## config.mk

```make
export PLATFORM = sky130hd
export DESIGN_NAME = pc_core_timing
export DESIGN_NICKNAME = d
export VERILOG_FILES = /design/src/pc_pkg.sv /design/src/pc_core_timing.sv
export VERILOG_INCLUDE_DIRS = /design/src
export SDC_FILE = /design/constraint.sdc
export NUM_CORES = 1
export LEC_CHECK = 0
export ABC_AREA = 1
export BUFFER_PORTS_ARGS = -buffer_cell sky130_fd_sc_hd__buf_4
export CAP_MARGIN = 20
export CORE_MARGIN = 2
export CORE_UTILIZATION = 51
export CTS_CLUSTER_SIZE = 25
export DETAILED_ROUTE_END_ITERATION = 16
export GPL_ROUTABILITY_DRIVEN = 1
export PLACE_DENSITY_LB_ADDON = 0.25
export SLEW_MARGIN = 20
export SYNTH_ARGS = -nofsm -noshare
export SYNTH_HDL_FRONTEND = slang
export SYNTH_SLANG_ARGS = --single-unit
```

## constraint.sdc

```tcl
create_clock -name clk_in -period 5 [get_ports clk_in]
set_input_delay 0.25 -clock clk_in [delete_from_list [all_inputs] [get_ports clk_in]]
set_output_delay 0.25 -clock clk_in [all_outputs]
set_load 0.01 [all_outputs]
```

## src/pc_defs.svh

```systemverilog
// timing, opcode and table-entry constants for the core timing block
`ifndef PC_DEFS_SVH
`define PC_DEFS_SVH
// table entries packed as {bytes[1:0], cycles[3:0]}
`define PC_R1C1 6'h11
`define PC_R1C2 6'h12
`define PC_R1C3 6'h13
`define PC_R1C4 6'h14
`define PC_R1C5 6'h15
`define PC_R1C8 6'h18
`define PC_R2C2 6'h22
`define PC_R2C3 6'h23
`define PC_R3C3 6'h33
`define PC_R3C4 6'h34
// cycle arithmetic, 5 bits wide; one-cycle and counter constants 4 bits
`define PC_BR_EXTRA 5'h02
`define PC_NOPF_EXTRA 5'h01
`define PC_MAX_CYC 5'h08
`define PC_CODE_BYTE_MOVE_BASE 5'h04
`define PC_CODE_BYTE_MOVE_MAX 5'h07
`define PC_ONE_CYC 4'h1
`define PC_CNT_ONE 4'h1
`define PC_CNT_ZERO 4'h0
`define PC_ALIGN_BIT 0
// opcodes named by the checks
`define PC_OP_DIV 8'h84
`define PC_OP_MUL 8'ha4
`define PC_OP_JC 8'h40
`define PC_OP_ADD_RN 5'h05
`define PC_OP_ADDC_RN 5'h07
`define PC_OP_SUBB_RN 5'h13
`define PC_OP_ADD_DIR 8'h25
`define PC_OP_ADDC_DIR 8'h35
`define PC_OP_SUBB_DIR 8'h95
`endif

```

## src/pc_pkg.sv

```systemverilog
// types shared by the core timing block
package pc_pkg;
   typedef enum logic [1:0] {
      PC_K_PLAIN,
      PC_K_CODE_BYTE_MOVE,
      PC_K_XRD,
      PC_K_XWR
   } pc_kind_t;
   typedef enum logic [1:0] {
      PC_ST_RUN,
      PC_ST_EXEC,
      PC_ST_HALT
   } pc_state_t;
   typedef struct packed {
      logic [7:0] opcode;
      logic [15:0] pc;
      logic taken;
   } pc_issue_t;
   typedef struct packed {
      logic [1:0] len;
      logic [3:0] cyc;
      logic br;
      pc_kind_t kind;
   } pc_dec_t;
   typedef struct packed {
      logic valid;
      logic [1:0] len;
      logic [3:0] cyc;
   } pc_retire_t;
   typedef struct packed {
      logic rd;
      logic wr;
      logic erase;
   } pc_flash_t;
endpackage : pc_pkg

```

## src/pc_core_timing.sv

```systemverilog
// instruction timing decoder and sequencer with debug halt/step control
`timescale 1ns/1ns
`include "pc_defs.svh"
module pc_core_timing (
   input wire logic clk_in,
   input wire logic nrst_in,
   input wire logic issue_valid_in,
   input wire pc_pkg::pc_issue_t issue_in,
   input wire logic prefetch_enable_in,
   input wire logic [1:0] flash_read_timing_in,
   input wire logic flash_write_en_in,
   input wire logic flash_erase_en_in,
   input wire logic dbg_halt_in,
   input wire logic dbg_run_in,
   input wire logic dbg_step_in,
   input wire logic bp_enable_in,
   input wire logic [15:0] bp_addr_in,
   output logic ready_out,
   output pc_pkg::pc_retire_t retire_out,
   output pc_pkg::pc_flash_t flash_out,
   output logic halted_out
);

   // full opcode map; operand ram (256 bytes) lives in the datapath
   function automatic pc_pkg::pc_dec_t pc_decode(input logic [7:0] op);
      pc_pkg::pc_dec_t d;
      d = '0;
      d.kind = pc_pkg::PC_K_PLAIN;
      {d.len, d.cyc} = `PC_R1C1;
      if (op[3]) begin
         // working register column
         case (op[7:4])
            4'h7, 4'h8, 4'ha: {d.len, d.cyc} = `PC_R2C2;
            4'hb: begin
               {d.len, d.cyc} = `PC_R3C3;
               d.br = 1'b1;
            end
            4'hd: begin
               {d.len, d.cyc} = `PC_R2C2;
               d.br = 1'b1;
            end
            default: {d.len, d.cyc} = `PC_R1C1;
         endcase
      end else begin
         case (op[2:0])
            3'h6, 3'h7: begin
               case (op[7:4])
                  4'h7, 4'h8, 4'ha: {d.len, d.cyc} = `PC_R2C2;
                  4'hb: begin
                     {d.len, d.cyc} = `PC_R3C4;
                     d.br = 1'b1;
                  end
                  default: {d.len, d.cyc} = `PC_R1C2;
               endcase
            end
            3'h5: begin
               case (op[7:4])
                  4'h7, 4'h8: {d.len, d.cyc} = `PC_R3C3;
                  4'ha: {d.len, d.cyc} = `PC_R1C1;
                  4'hb, 4'hd: begin
                     {d.len, d.cyc} = `PC_R3C3;
                     d.br = 1'b1;
                  end
                  default: {d.len, d.cyc} = `PC_R2C2;
               endcase
            end
            3'h4: begin
               case (op[7:4])
                  4'h0, 4'h1, 4'hc, 4'hd, 4'he, 4'hf: {d.len, d.cyc} = `PC_R1C1;
                  4'h8: {d.len, d.cyc} = `PC_R1C8;
                  4'ha: {d.len, d.cyc} = `PC_R1C4;
                  4'hb: begin
                     {d.len, d.cyc} = `PC_R3C3;
                     d.br = 1'b1;
                  end
                  default: {d.len, d.cyc} = `PC_R2C2;
               endcase
            end
            3'h3: begin
               case (op[7:4])
                  4'h4, 4'h5, 4'h6: {d.len, d.cyc} = `PC_R3C3;
                  4'h7: {d.len, d.cyc} = `PC_R1C3;
                  4'h8, 4'h9: begin
                     {d.len, d.cyc} = `PC_R1C4;
                     d.kind = pc_pkg::PC_K_CODE_BYTE_MOVE;
                  end
                  4'he: begin
                     {d.len, d.cyc} = `PC_R1C3;
                     d.kind = pc_pkg::PC_K_XRD;
                  end
                  4'hf: begin
                     {d.len, d.cyc} = `PC_R1C3;
                     d.kind = pc_pkg::PC_K_XWR;
                  end
                  default: {d.len, d.cyc} = `PC_R1C1;
               endcase
            end
            3'h2: begin
               case (op[7:4])
                  4'h0, 4'h1: {d.len, d.cyc} = `PC_R3C4;
                  4'h2, 4'h3: {d.len, d.cyc} = `PC_R1C5;
                  4'he: begin
                     {d.len, d.cyc} = `PC_R1C3;
                     d.kind = pc_pkg::PC_K_XRD;
                  end
                  4'hf: begin
                     {d.len, d.cyc} = `PC_R1C3;
                     d.kind = pc_pkg::PC_K_XWR;
                  end
                  default: {d.len, d.cyc} = `PC_R2C2;
               endcase
            end
            3'h1: {d.len, d.cyc} = `PC_R2C3;
            default: begin
               case (op[7:4])
                  4'h0: {d.len, d.cyc} = `PC_R1C1;
                  4'h1, 4'h2, 4'h3: begin
                     {d.len, d.cyc} = `PC_R3C3;
                     d.br = 1'b1;
                  end
                  4'h4, 4'h5, 4'h6, 4'h7: begin
                     {d.len, d.cyc} = `PC_R2C2;
                     d.br = 1'b1;
                  end
                  4'h8: {d.len, d.cyc} = `PC_R2C3;
                  4'h9: {d.len, d.cyc} = `PC_R3C3;
                  4'he: begin
                     {d.len, d.cyc} = `PC_R1C3;
                     d.kind = pc_pkg::PC_K_XRD;
                  end
                  4'hf: begin
                     {d.len, d.cyc} = `PC_R1C3;
                     d.kind = pc_pkg::PC_K_XWR;
                  end
                  default: {d.len, d.cyc} = `PC_R2C2;
               endcase
            end
         endcase
      end
      return d;
   endfunction : pc_decode

   pc_pkg::pc_dec_t dec;
   pc_pkg::pc_state_t state;
   logic [4:0] cyc_sum;
   logic [3:0] cyc_eff;
   logic [3:0] cnt;
   logic [1:0] cur_len;
   logic [3:0] cur_cyc;
   logic bp_hit;
   logic stop;
   logic take;
   logic skip_bp;
   logic step_arm;
   logic halt_after;

   always_comb begin
      dec = pc_decode(issue_in.opcode);
      cyc_sum = {1'b0, dec.cyc};
      if (dec.kind == pc_pkg::PC_K_CODE_BYTE_MOVE) begin
         // flash read wait states and odd alignment stretch the fetch
         cyc_sum = `PC_CODE_BYTE_MOVE_BASE + {4'h0, issue_in.pc[`PC_ALIGN_BIT]}
                   + {3'h0, flash_read_timing_in};
         if (cyc_sum > `PC_CODE_BYTE_MOVE_MAX) begin
            cyc_sum = `PC_CODE_BYTE_MOVE_MAX;
         end
      end
      if (dec.br && issue_in.taken) begin
         cyc_sum = cyc_sum + `PC_BR_EXTRA;
      end
      // without prefetch each instruction waits one extra cycle, up to the 8-cycle cap; figures above assume it on
      if (!prefetch_enable_in) begin
         cyc_sum = cyc_sum + `PC_NOPF_EXTRA;
      end
      if (cyc_sum > `PC_MAX_CYC) begin
         cyc_sum = `PC_MAX_CYC;
      end
      cyc_eff = cyc_sum[3:0];
   end

   // breakpoint compare is a private comparator, no user resource touched
   assign bp_hit = bp_enable_in && issue_valid_in && ready_out && !skip_bp
                   && (issue_in.pc == bp_addr_in);
   assign stop = ready_out && (bp_hit || dbg_halt_in || halt_after);
   assign take = issue_valid_in && ready_out && !stop;

   // sequencer: one clock per count, no machine-cycle prescale
   always_ff @(posedge clk_in or negedge nrst_in) begin
      if (!nrst_in) begin
         state <= pc_pkg::PC_ST_RUN;
         ready_out <= 1'b1;
         halted_out <= 1'b0;
         cnt <= `PC_CNT_ZERO;
      end else begin
         case (state)
            pc_pkg::PC_ST_RUN: begin
               if (stop) begin
                  state <= pc_pkg::PC_ST_HALT;
                  ready_out <= 1'b0;
                  halted_out <= 1'b1;
               end else if (take && cyc_eff != `PC_ONE_CYC) begin
                  state <= pc_pkg::PC_ST_EXEC;
                  ready_out <= 1'b0;
                  cnt <= cyc_eff - `PC_CNT_ONE;
               end
            end
            pc_pkg::PC_ST_EXEC: begin
               cnt <= cnt - `PC_CNT_ONE;
               if (cnt == `PC_CNT_ONE) begin
                  state <= pc_pkg::PC_ST_RUN;
                  ready_out <= 1'b1;
               end
            end
            pc_pkg::PC_ST_HALT: begin
               if (dbg_run_in || dbg_step_in) begin
                  state <= pc_pkg::PC_ST_RUN;
                  ready_out <= 1'b1;
                  halted_out <= 1'b0;
               end
            end
            default: begin
               state <= pc_pkg::PC_ST_RUN;
               ready_out <= 1'b1;
               halted_out <= 1'b0;
            end
         endcase
      end
   end

   // single step and breakpoint re-arm
   always_ff @(posedge clk_in or negedge nrst_in) begin
      if (!nrst_in) begin
         skip_bp <= 1'b0;
         step_arm <= 1'b0;
         halt_after <= 1'b0;
      end else if (state == pc_pkg::PC_ST_HALT) begin
         halt_after <= 1'b0;
         if (dbg_step_in || dbg_run_in) begin
            skip_bp <= 1'b1; // resume past the breakpoint that stopped us
            step_arm <= dbg_step_in;
         end
      end else if (take) begin
         skip_bp <= 1'b0;
         step_arm <= 1'b0;
         halt_after <= step_arm;
      end
   end

   always_ff @(posedge clk_in or negedge nrst_in) begin
      if (!nrst_in) begin
         cur_len <= '0;
         cur_cyc <= '0;
      end else if (take) begin
         cur_len <= dec.len;
         cur_cyc <= cyc_eff;
      end
   end

   always_ff @(posedge clk_in or negedge nrst_in) begin
      if (!nrst_in) begin
         retire_out <= '0;
      end else if (take && cyc_eff == `PC_ONE_CYC) begin
         retire_out <= '{valid: 1'b1, len: dec.len, cyc: cyc_eff};
      end else if (state == pc_pkg::PC_ST_EXEC && cnt == `PC_CNT_ONE) begin
         retire_out <= '{valid: 1'b1, len: cur_len, cyc: cur_cyc};
      end else begin
         retire_out.valid <= 1'b0;
      end
   end

   // flash strobes; the write/erase enables are software controls outside
   always_ff @(posedge clk_in or negedge nrst_in) begin
      if (!nrst_in) begin
         flash_out <= '0;
      end else begin
         flash_out.rd <= take && dec.kind == pc_pkg::PC_K_CODE_BYTE_MOVE;
         flash_out.wr <= take && dec.kind == pc_pkg::PC_K_XWR
                         && flash_write_en_in && !flash_erase_en_in;
         flash_out.erase <= take && dec.kind == pc_pkg::PC_K_XWR
                            && flash_write_en_in && flash_erase_en_in;
      end
   end
endmodule : pc_core_timing

```

==> results.md, run 1 <==
- Seq/Total Area, Yosys: 28.3%
- Crit-path most repeated cell: nand2_1
- Largest net degree at the start of global routing: 28
- Layout Area Growth over Synthesis: 24.6%
- DR WL/cell: 12.1 um
- Syn Nets: 431
- Die area: 5250 sq um
- Final ANT Viol Nets: 0
- Slew Viols, Final: 0
- Pwr/cell area: 302 nW/um^2
- Initial core utilization: 53.7%
- Worst-path clk slew: 0.10 ns
- Drt initial violations: 116
- Ant diodes: 0
- Seq cells post-synth: 27
- Avg Inst Size Synth: 6.44 sq um
- Hold slack final: 0.118 ns
- Post-CTS Setup Bufs: 0
- Max transition margin: 70.8%
- Tot GR Track Use: 23.6%
- Top-area cell type share of the netlist area: 27.2%
- Worst reg-to-reg setup slack: 2.81 ns
- DRC errors left: 0
- Fin crit period: 3.09 ns
- NumNets Final: 498
- Final period util: 61.9%
- CP Capture Type: flop
- Synthesized cell area: 2390 sq um
- Worst flop-to-flop path endpoint: retire_out[1]
- Std cell rows: 24
- Top Family by Delay on Critical Path: simple AND/OR/NAND/NOR gates
- Outcome: finished, final reports clean
- Max stage delay cell, worst path: nor2_1
- HPWL after detailed placement: 4870 um
- Leading area contributor after synthesis: dfrtp_1
- Initial antenna violation count: 0
- CTS max path bufs: 2
- Skew-Pair Late Insertion Delay: 0.27 ns
- RR Startpoint: ready_out
- I/O pin count: 65
- Drt total wl: 5930 um
- Die W: 72.4 um
- Worst vdd ir: 0.149 mV
- Distinct cells, synth: 38
- CTS Buf Count: 3
- DP Area: 2920 sq um
- Slew @ Worst Pin: 0.438 ns
- # Max-Cap Violations: 0
- Vias in the first global route: 2359
- Tot Pwr: 0.898 mW
- Design area: 2980 sq um
- Synthesis Warnings: 0
- Largest stage delay, worst path: 0.25 ns
- H-tree levels: 1
- RePlAce Congestion: 1.01
- Die span in y: 72.4 um
- RSZ-0062 raised after global routing: no
- Crit path buffers/inverters: 8
- Clock Skew: 0.00326 ns
- # clock sinks: 27
- Worst path arrival time: 3.27 ns
- CTS root buf: clkbuf_8
- Buffers on Ports: 64
- Leakage power: 1.65 nW
- CP startpoint kind: primary input
- Worst Setup SP: issue_in[23]
- Crit-path max FO: 10
- Grt total ovfl: 0
- R2R cell count: 13
- Final Hold Fails: 0
- DR pass1 iterations: 4
- Post-CTS sizing: 0
- Post-Syn Instances: 371
- Critical Path End: retire_out[4]
- Vias per inst: 5.24
- Final setup fails: 0
- CTS tree: built
- CP Class: in2reg
- Maximum clock rate: 0.323 GHz
- Layout cells sized above 1: 26.3%
- Area contributors post-synth: dfrtp_1, nand2_1, inv_1, nor2_1, nand3_1
- # fillers: 409
- First-pass GRT wire length: 10100 um
- Worst Hold Class: in2reg
- Setup_tns: 0 ns
- Core area: 4440 sq um
- Worst path required time: 5.17 ns
- Crit. path cell count: 33
- Via total after detailed routing: 2560
cells by family (layout without fill, tap and decap cells):
logic type / count (synthesis) / after routing / synth area share [%]
AND/OR/NAND/NOR: 217 / 217 / 42.6
buffers and inverters: 64 / 130 / 10.4
adder cells (fa/ha/maj): 7 / 7 / 3.67
AO/OA/AOI/OAI: 45 / 45 / 10.9
XOR/XNOR: 11 / 11 / 4.03
flip-flops: 27 / 27 / 28.3
repair_timing:
| action | 4_1_cts | 5_1_grt |
|---|---|---|
| endpoints found under the hold margin | 26 | 0 |
| setup endpoints to repair | 0 | 0 |
| hold buffers | 1 | 0 |
flip-flops by register name, summed over array words and instances, names as in the netlist:
signal	cells
halted_out	1
skip_bp	1
cnt	4
cur_cyc	4
step_arm	1
halt_after	1
retire_out	7
flash_out	3
state	2
cur_len	2
ready_out	1
layout by cell type (no fill, tap or decap), types with 7 or more instances in the layout:
master	synthesis	final
nand2_1	115	115
buf_4	1	64
inv_1	47	47
nor2_1	35	35
nand3_1	26	26
dfrtp_1	26	26
o21ai_0	15	15
inv_2	13	13
nand2_2	12	12
o21ai_1	9	9
ha_1	7	7
report_power, final:
part / internal, mW / leakage (nW) / total (mW) / switching, mW
Sequential: 0.302 / 0.347 / 0.351 / 0.0488
Combinational: 0.181 / 1.28 / 0.420 / 0.239
Clock: 0.0566 / 0.0217 / 0.128 / 0.0711
cells in the mapped netlist, drive strengths merged:
cell type,number
clkbuf,1
nand3,30
buf,2
xnor2,5
nand3b,1
a21oi,6
a31oi,2
xor2,6
nor3,3
a22o,1
dfstp,1
o22ai,2
nor2,46
nand4,6
o211ai,4
a211o,1
or2,2
o21ai,24
nand2,129
dfrtp,26
inv,61
ha,7
a211oi,2
a221oi,1
a21boi,1
o31ai,1
worst min-delay path by stage:
| stage | from | to | slack [ns] | cells past startpoint |
|---|---|---|---|---|
| 2_1_floorplan | nrst_in | cnt[0] | -0.05 | 0 |
| 3_3_place_gp | nrst_in | halt_after | 0.18 | 1 |
| 3_5_place_dp | nrst_in | retire_out[2] | 0.18 | 1 |
| 4_1_cts | flash_erase_en_in | flash_out[1] | 0.12 | 2 |
| 5_1_grt | flash_erase_en_in | flash_out[1] | 0.12 | 2 |
| 6_report | flash_erase_en_in | flash_out[1] | 0.12 | 2 |
per-layer routing:
layer  wire length (um)  track usage, %  share of wire (%)
met5                  0               0                  0
met3                498            4.58                8.4
met2               2670            40.1                 45
met1               2700            31.9                 46
met4                 57            4.32               0.96
final cells by class:
type | count | area (sq um) | share of cell area [%]
Clock buffer | 3 | 41.3 | 1.39
Clock inverter | 1 | 7.51 | 0.252
Inverter | 61 | 231 | 7.78
Multi-Input combinational cell | 280 | 1460 | 49.2
Sequential cell | 27 | 677 | 22.7
Tap cell | 52 | 65.1 | 2.19
Timing Repair Buffer | 65 | 490 | 16.5
metrics by stage:
stage	std cells	worst slack (ns)	utilization, %
after global placement	484	1.73	65.7
after floorplan	371	2.05	-
after global routing	489	1.45	67.0
final	489	1.91	67.0
after CTS	489	1.94	67.0
after detailed placement	484	1.65	65.7
(Power assumes the default switching activity.)
==> inputs of run 2 (changes only) <==
Settings changed: CORE_UTILIZATION 51 to 48.
Clock period 5 ns to 2.7 ns, I/O delays scaled along.
==> run 2 against run 1 <==
Effect of this change:
- die area rose by 5.9%
- global-route usage rose by 0.70 points
- register-to-register slack got worse by 2.2 ns
- non-clock buffer count rose by 55
- critical path depth fell by 3
- worst hold slack got worse by 0.040 ns
- sequential share of layout area fell by 4.4 points
- setup slack got worse by 1.9 ns
- highest routed layer unchanged
- via count rose by 10%
- utilization rose by 11 points
==> results.md, run 2 (synthesis gave the netlist of run 1 again) <==
- CP startpoint kind: primary input
- Std cell rows: 25 (+4.2%)
- RePlAce Congestion: 1.01 (+0.13%)
- P_sw: 0.747 mW (+110%)
- Worst Hold Class: in2reg
- Design area: 3690 sq um (+24%)
- Worst vdd ir: 0.319 mV (+110%)
- Max stage delay cell, worst path: ha_4
- Clock group share of total power: 12.9% (-1.3 points)
- Slew @ Worst Pin: 0.439 ns (+0.00176 ns)
- Largest register by flop count: retire_out
- DR WL/cell: 13.1 um (+8.3%)
- Final ANT Viol Nets: 0 (unchanged)
- Grt total ovfl: 0 (unchanged)
- DR pass1 iterations: 4 (unchanged)
- Final period util: 99.2%
- Core area: 4750 sq um (+7.0%)
- DP Worst Slack: -0.381 ns (-2.03 ns)
- Commonest non-fill, non-tap cell in the layout: buf_4
- Int Power: 1.10 mW (+100%)
- Clock Skew: 0.00730 ns (+0.00404 ns)
- Vias per inst: 5.04 (-3.8%)
- CTS Buf Count: 3 (unchanged)
- Skew-Pair Late Insertion Delay: 0.29 ns (+0.02 ns)
- RSZ-0062 raised after global routing: yes
- Pwr/cell area: 502 nW/um^2 (+66%)
- Buffers on Ports: 64 (unchanged)
- Fin crit period: 2.68 ns
- Worst path required time: 2.88 ns (-2.29 ns)
- Switching portion of total power: 40.3% (+0.42 points)
- Initial core utilization: 50.2% (-3.5 points)
- Tot GR Track Use: 24.3% (+0.70 points)
- Leakage power: 1.96 nW (+19%)
- NumNets Final: 554 (+11%)
- # Max-Cap Violations: 0 (unchanged)
- HPWL after detailed placement: 5550 um (+14%)
- Layout cells sized above 1: 43.2% (+17 points)
- Slew Viols, Final: 0 (unchanged)
- Tot Pwr: 1.85 mW (+110%)
- Crit-path max FO: 6 (-4)
- Outcome: finished, final reports clean
- Die area: 5560 sq um (+5.9%)
- Vias in the first global route: 2477 (+5.0%)
- Multi-input logic area: 1700 sq um (+16%)
- Largest stage delay, worst path: 0.27 ns (+0.02 ns)
- H-tree levels: 1 (unchanged)
- Combinational share of power: 51.8% (+5.0 points)
- Hold slack final: 0.0778 ns (-0.0402 ns)
- Max transition margin: 70.7% (-0.12 points)
- Final Hold Fails: 0 (unchanged)
- Worst path arrival time: 2.86 ns (-0.41 ns)
- # clock sinks: 27 (unchanged)
- Via total after detailed routing: 2820 (+10%)
- Die W: 74.5 um (+2.9%)
- Drt total wl: 7350 um (+24%)
- Max reg flops: 7 (unchanged)
- I/O pin count: 65 (unchanged)
- # fillers: 360 (-12%)
- Initial antenna violation count: 0 (unchanged)
- Worst-path clk slew: 0.10 ns (about the same)
- CTS tree: built
- First-pass GRT wire length: 10500 um (+3.9%)
- Top Registers: retire_out x7, cnt x4, cur_cyc x4
- CP Class: in2reg
- CTS root buf: clkbuf_8
- Setup ws final: 0.0208 ns (-1.88 ns)
- FF+latch area: 677 sq um (unchanged)
- Largest net degree at the start of global routing: 28 (unchanged)
- Register share of total power: 35.3% (-3.7 points)
- Ant diodes: 0 (unchanged)
- DRC errors left: 0 (unchanged)
- Drt initial violations: 152 (+31%)
- Layout Area Growth over Synthesis: 54.5%
- Final setup fails: 0 (unchanged)
- Commonest cells after routing, fill and taps aside: buf_4, nand2_1, inv_1
- CTS max path bufs: 2 (unchanged)
- CP Capture Type: flop
- DP Area: 3350 sq um (+15%)
- Die span in y: 74.5 um (+2.9%)
- Maximum clock rate: 0.373 GHz
[run 2: changes by cell type in the layout (fill, tap and decap cells not counted), moves of 7 or more]
cell	before	now
nand2_4	2	9
nand2_1	115	99
inv_1	47	40
nand2_2	12	21
buf_4	64	114
nand3_1	26	17
[run 2: repair_timing]
item | 4_1_cts | 5_1_grt
setup endpoints to repair | 9 | 13
hold buffers | 2 | 0
gates cloned | 0 | 1
buffers inserted | 1 | 8
pin swaps | 2 | 23
gates resized for setup | 3 | 57
endpoints found under the hold margin | 27 | 0
[run 2: final timing paths]
kind | start | to | slack (ns) | cells after the start
setup / recovery | issue_in[18] | cnt[2] | 0.02 | 30
setup reg to reg | ready_out | retire_out[1] | 0.63 | 14
hold reg to reg | cur_len[1] | cur_len[1] | 0.49 | 2
min in group asynchronous | nrst_in | cur_cyc[3] | 0.31 | 2
max in group asynchronous | nrst_in | ready_out | 2.09 | 2
hold / removal | dbg_step_in | step_arm | 0.08 | 3
[run 2: worst max-delay path: cells and delay by family]
kind            cells  cell delay (ns)
fa+ha+maj           2             0.42
simple gates       18             1.49
compound gates      1             0.17
buf+inv             9             0.66
[run 2: power by group through the flow]
stage | clock network [mW] | registers [mW] | logic (mW)
2_1_floorplan | 0 | 0.661 | 0.507
4_1_cts | 0.243 | 0.645 | 0.862
5_1_grt | 0.259 | 0.672 | 1.06
6_report | 0.239 | 0.653 | 0.959
3_5_place_dp | 0 | 0.653 | 0.853
3_3_place_gp | 0 | 0.645 | 0.831
[run 2: through the flow]
stage                     util [%]  cells  TNS [ns]
after floorplan                  -    371         0
after global placement        70.4    544     -3.05
after detailed placement      70.4    544     -4.09
after CTS                     72.1    551         0
after global routing          77.6    560     -2.38
final                         77.6    560         0
[run 2: area by class of cell]
class	count	share of cell area (%)
Tap cell	67	2.27
Inverter	61	6.82
Timing Repair inverter	1	0.136
Sequential cell	27	18.3
Clock buffer	4	1.22
Timing Repair Buffer	120	25.2
Multi-Input combinational cell	280	46.0
[run 2: layer usage]
layer	global-route usage, %	part of all wire, %	up-vias
li1	-	-	1421
met1	31.7	43	1287
met2	42.1	49	107
met4	6.75	0.97	0
met5	0	0	-
met3	3.66	7.3	5
==> inputs of run 3 (changes only) <==
Settings changed: CORE_ASPECT_RATIO set to 1.75.
==> run 3 against run 2 <==
Effect of this change:
- the run now ends with setup timing left
- clock skew down 0.0059 ns
- fmax down 1.7%
- first-iteration DRC count down 35%
- routed wire length up 5.0%
- die area up 0.40%
- non-clock buffer count up 1
- critical endpoint is now retire_out[5]
- via count up 1.8%
- sequential power about the same
- register-to-register slack about the same
==> results.md, run 3 (synthesis gave the netlist of run 1 again) <==
- RR Startpoint: ready_out
- Hold depth: 3 (unchanged)
- CP startpoint kind: primary input
- RSZ-0062 raised after global routing: yes
- Setup_tns: -0.0766 ns (-0.0766 ns)
- # fillers: 394 (+9.4%)
- Leakage power: 1.98 nW (+0.93%)
- Ant diodes: 0 (unchanged)
- Final period util: 101% (+1.7 points)
- Maximum clock rate: 0.367 GHz (-1.7%)
- Final Hold Fails: 0 (unchanged)
- Final Util: 76.1% (-1.5 points)
- Crit-path max FO: 6 (unchanged)
- Top Registers: retire_out x7, cnt x4, cur_cyc x4
- Pwr/cell area: 510 nW/um^2 (+1.6%)
- # clock sinks: 27 (unchanged)
- # Max-Cap Violations: 0 (unchanged)
- Worst-path clk slew: 0.10 ns (about the same)
- Final ANT Viol Nets: 0 (unchanged)
- RePlAce Congestion: 1.06 (+4.9%)
- Slew @ Worst Pin: 0.494 ns (+0.0549 ns)
- Tot Pwr: 1.90 mW (+2.5%)
- DR WL/cell: 14.1 um (+7.3%)
- I/O pin count: 65 (unchanged)
- Die span in y: 97.3 um (+31%)
- Vias per inst: 5.24 (+4.0%)
- Drt total wl: 7720 um (+5.0%)
- Failing checks: setup timing
- Core area: 4890 sq um (+2.9%)
- Max reg flops: 7 (unchanged)
- Grt total ovfl: 0 (unchanged)
- Worst path arrival time: 2.91 ns (+0.05 ns)
- Fin crit period: 2.72 ns (+0.0452 ns)
- Hold path start: dbg_step_in
- Tot GR Track Use: 28.0% (+3.7 points)
- Worst vdd ir: 0.502 mV (+58%)
- CTS root buf: clkbuf_8
- Worst path required time: 2.89 ns (about the same)
- Final setup fails: 4 (+4)
- HPWL after detailed placement: 6070 um (+9.3%)
- Worst flop-to-flop path endpoint: retire_out[5]
- FF+latch area: 677 sq um (unchanged)
- Vias in the first global route: 2900 (+17%)
- Multi-input logic area: 1730 sq um (+2.0%)
- Clock Skew: 0.00136 ns (-0.00594 ns)
- R2R cell count: 14 (unchanged)
- Layout Area Growth over Synthesis: 55.9%
- NumNets Final: 555 (+0.18%)
- Largest register by flop count: retire_out
- CTS tree: built
- Layout cells sized above 1: 44.7% (+1.5 points)
- Worst Hold Class: in2reg
- WHS Endpoint: step_arm
- Initial core utilization: 48.8% (-1.4 points)
- CTS Buf Count: 3 (unchanged)
- Commonest non-fill, non-tap cell in the layout: buf_4
- CP Capture Type: flop
- Via total after detailed routing: 2870 (+1.8%)
- First-pass GRT wire length: 12300 um (+18%)
- Std cell rows: 34 (+36%)
- Worst reg-to-reg setup slack: 0.64 ns (about the same)
- H-tree levels: 1 (unchanged)
- Drt initial violations: 99 (-35%)
- Commonest cells after routing, fill and taps aside: buf_4, nand2_1, inv_1
- Max transition margin: 67.0% (-3.7 points)
- Outcome: finished with violations
- CTS max path bufs: 2 (unchanged)
- Die W: 57.3 um (-23%)
- DRC errors left: 0 (unchanged)
- Slew Viols, Final: 0 (unchanged)
- DR pass1 iterations: 4 (unchanged)
- Die area: 5580 sq um (+0.40%)
- Largest net degree at the start of global routing: 28 (unchanged)
- Initial antenna violation count: 0 (unchanged)
- Setup ws final: -0.0244 ns (-0.0452 ns)
- Buffers on Ports: 64 (unchanged)
- Skew-Pair Late Insertion Delay: 0.28 ns (about the same)
- CP Class: in2reg
run 3: how the worst max path moves through the flow:
stage               depth (start not counted)  slack, ns          from            end
floorplan                                  33    0.00005  issue_in[23]  retire_out[5]
global placement                           26      -0.34  issue_in[17]  retire_out[5]
detailed placement                         30      -0.39  issue_in[21]  retire_out[4]
CTS                                        29      0.003  issue_in[22]  retire_out[5]
global route                               27      -0.20  issue_in[19]  retire_out[5]
finish                                     27      -0.02  issue_in[19]  retire_out[5]
run 3: per-stage QoR:
stage          cells  hold WS [ns]  instance area, sq um  worst slack [ns]
2_1_floorplan    371        -0.161                  2470         0.0000500
3_3_place_gp     535        0.0604                  3360            -0.335
3_5_place_dp     535        0.0607                  3360            -0.386
4_1_cts          542        0.0725                  3470           0.00320
5_1_grt          548         0.116                  3720            -0.197
6_report         548        0.0705                  3720           -0.0244
run 3: metal layers:
layer  vias to the layer above  GRT usage (%)  share of wire (%)
li1                       1419              -                  -
met1                      1330           25.0                 31
met2                        83           56.7                 60
met3                        38           2.53                3.0
met4                         0           15.4                5.8
met5                         -              0                  0
run 3: where the power goes:
part / internal [mW] / switching [mW]
clock network: 0.109 / 0.141
logic: 0.440 / 0.558
registers: 0.559 / 0.0920
total: 1.11 / 0.790
run 3: repair_timing:
action                     CTS  global route
gates resized for setup     12            57
hold buffers                 2             0
gates cloned                 0             1
pin swaps                    5            26
setup endpoints to repair   10            13
hold endpoints to repair    27             0
buffers inserted             1             5
run 3: area by class of cell:
class	instances	area share, %
multi-input combinational	280	46.5
timing repair buffer	121	25.1
sequential	27	18.2
inverter	61	6.95
tap	54	1.81
clock buffer	3	1.11
clock inverter	1	0.235
timing repair inverter	1	0.168
run 3: worst max-delay path, cell delays in order:
cell,delay [ns]
buf_4,0.15
inv_4,0.07
nor3_4,0.29
inv_1,0.09
nor2_1,0.10
nor2_1,0.06
nor2_2,0.23
ha_4,0.25
nand3_4,0.08
nand2_2,0.08
nand2_2,0.07
nand2_2,0.06
a21oi_2,0.11
nand2_1,0.08
nand2_1,0.07
nand2_2,0.06
inv_2,0.07
ha_4,0.12
inv_2,0.04
nor2_4,0.12
nand3_4,0.13
nor2_8,0.19
inv_6,0.06
nand2_4,0.06
inv_2,0.04
nand2_1,0.04
nand2_1,0.04
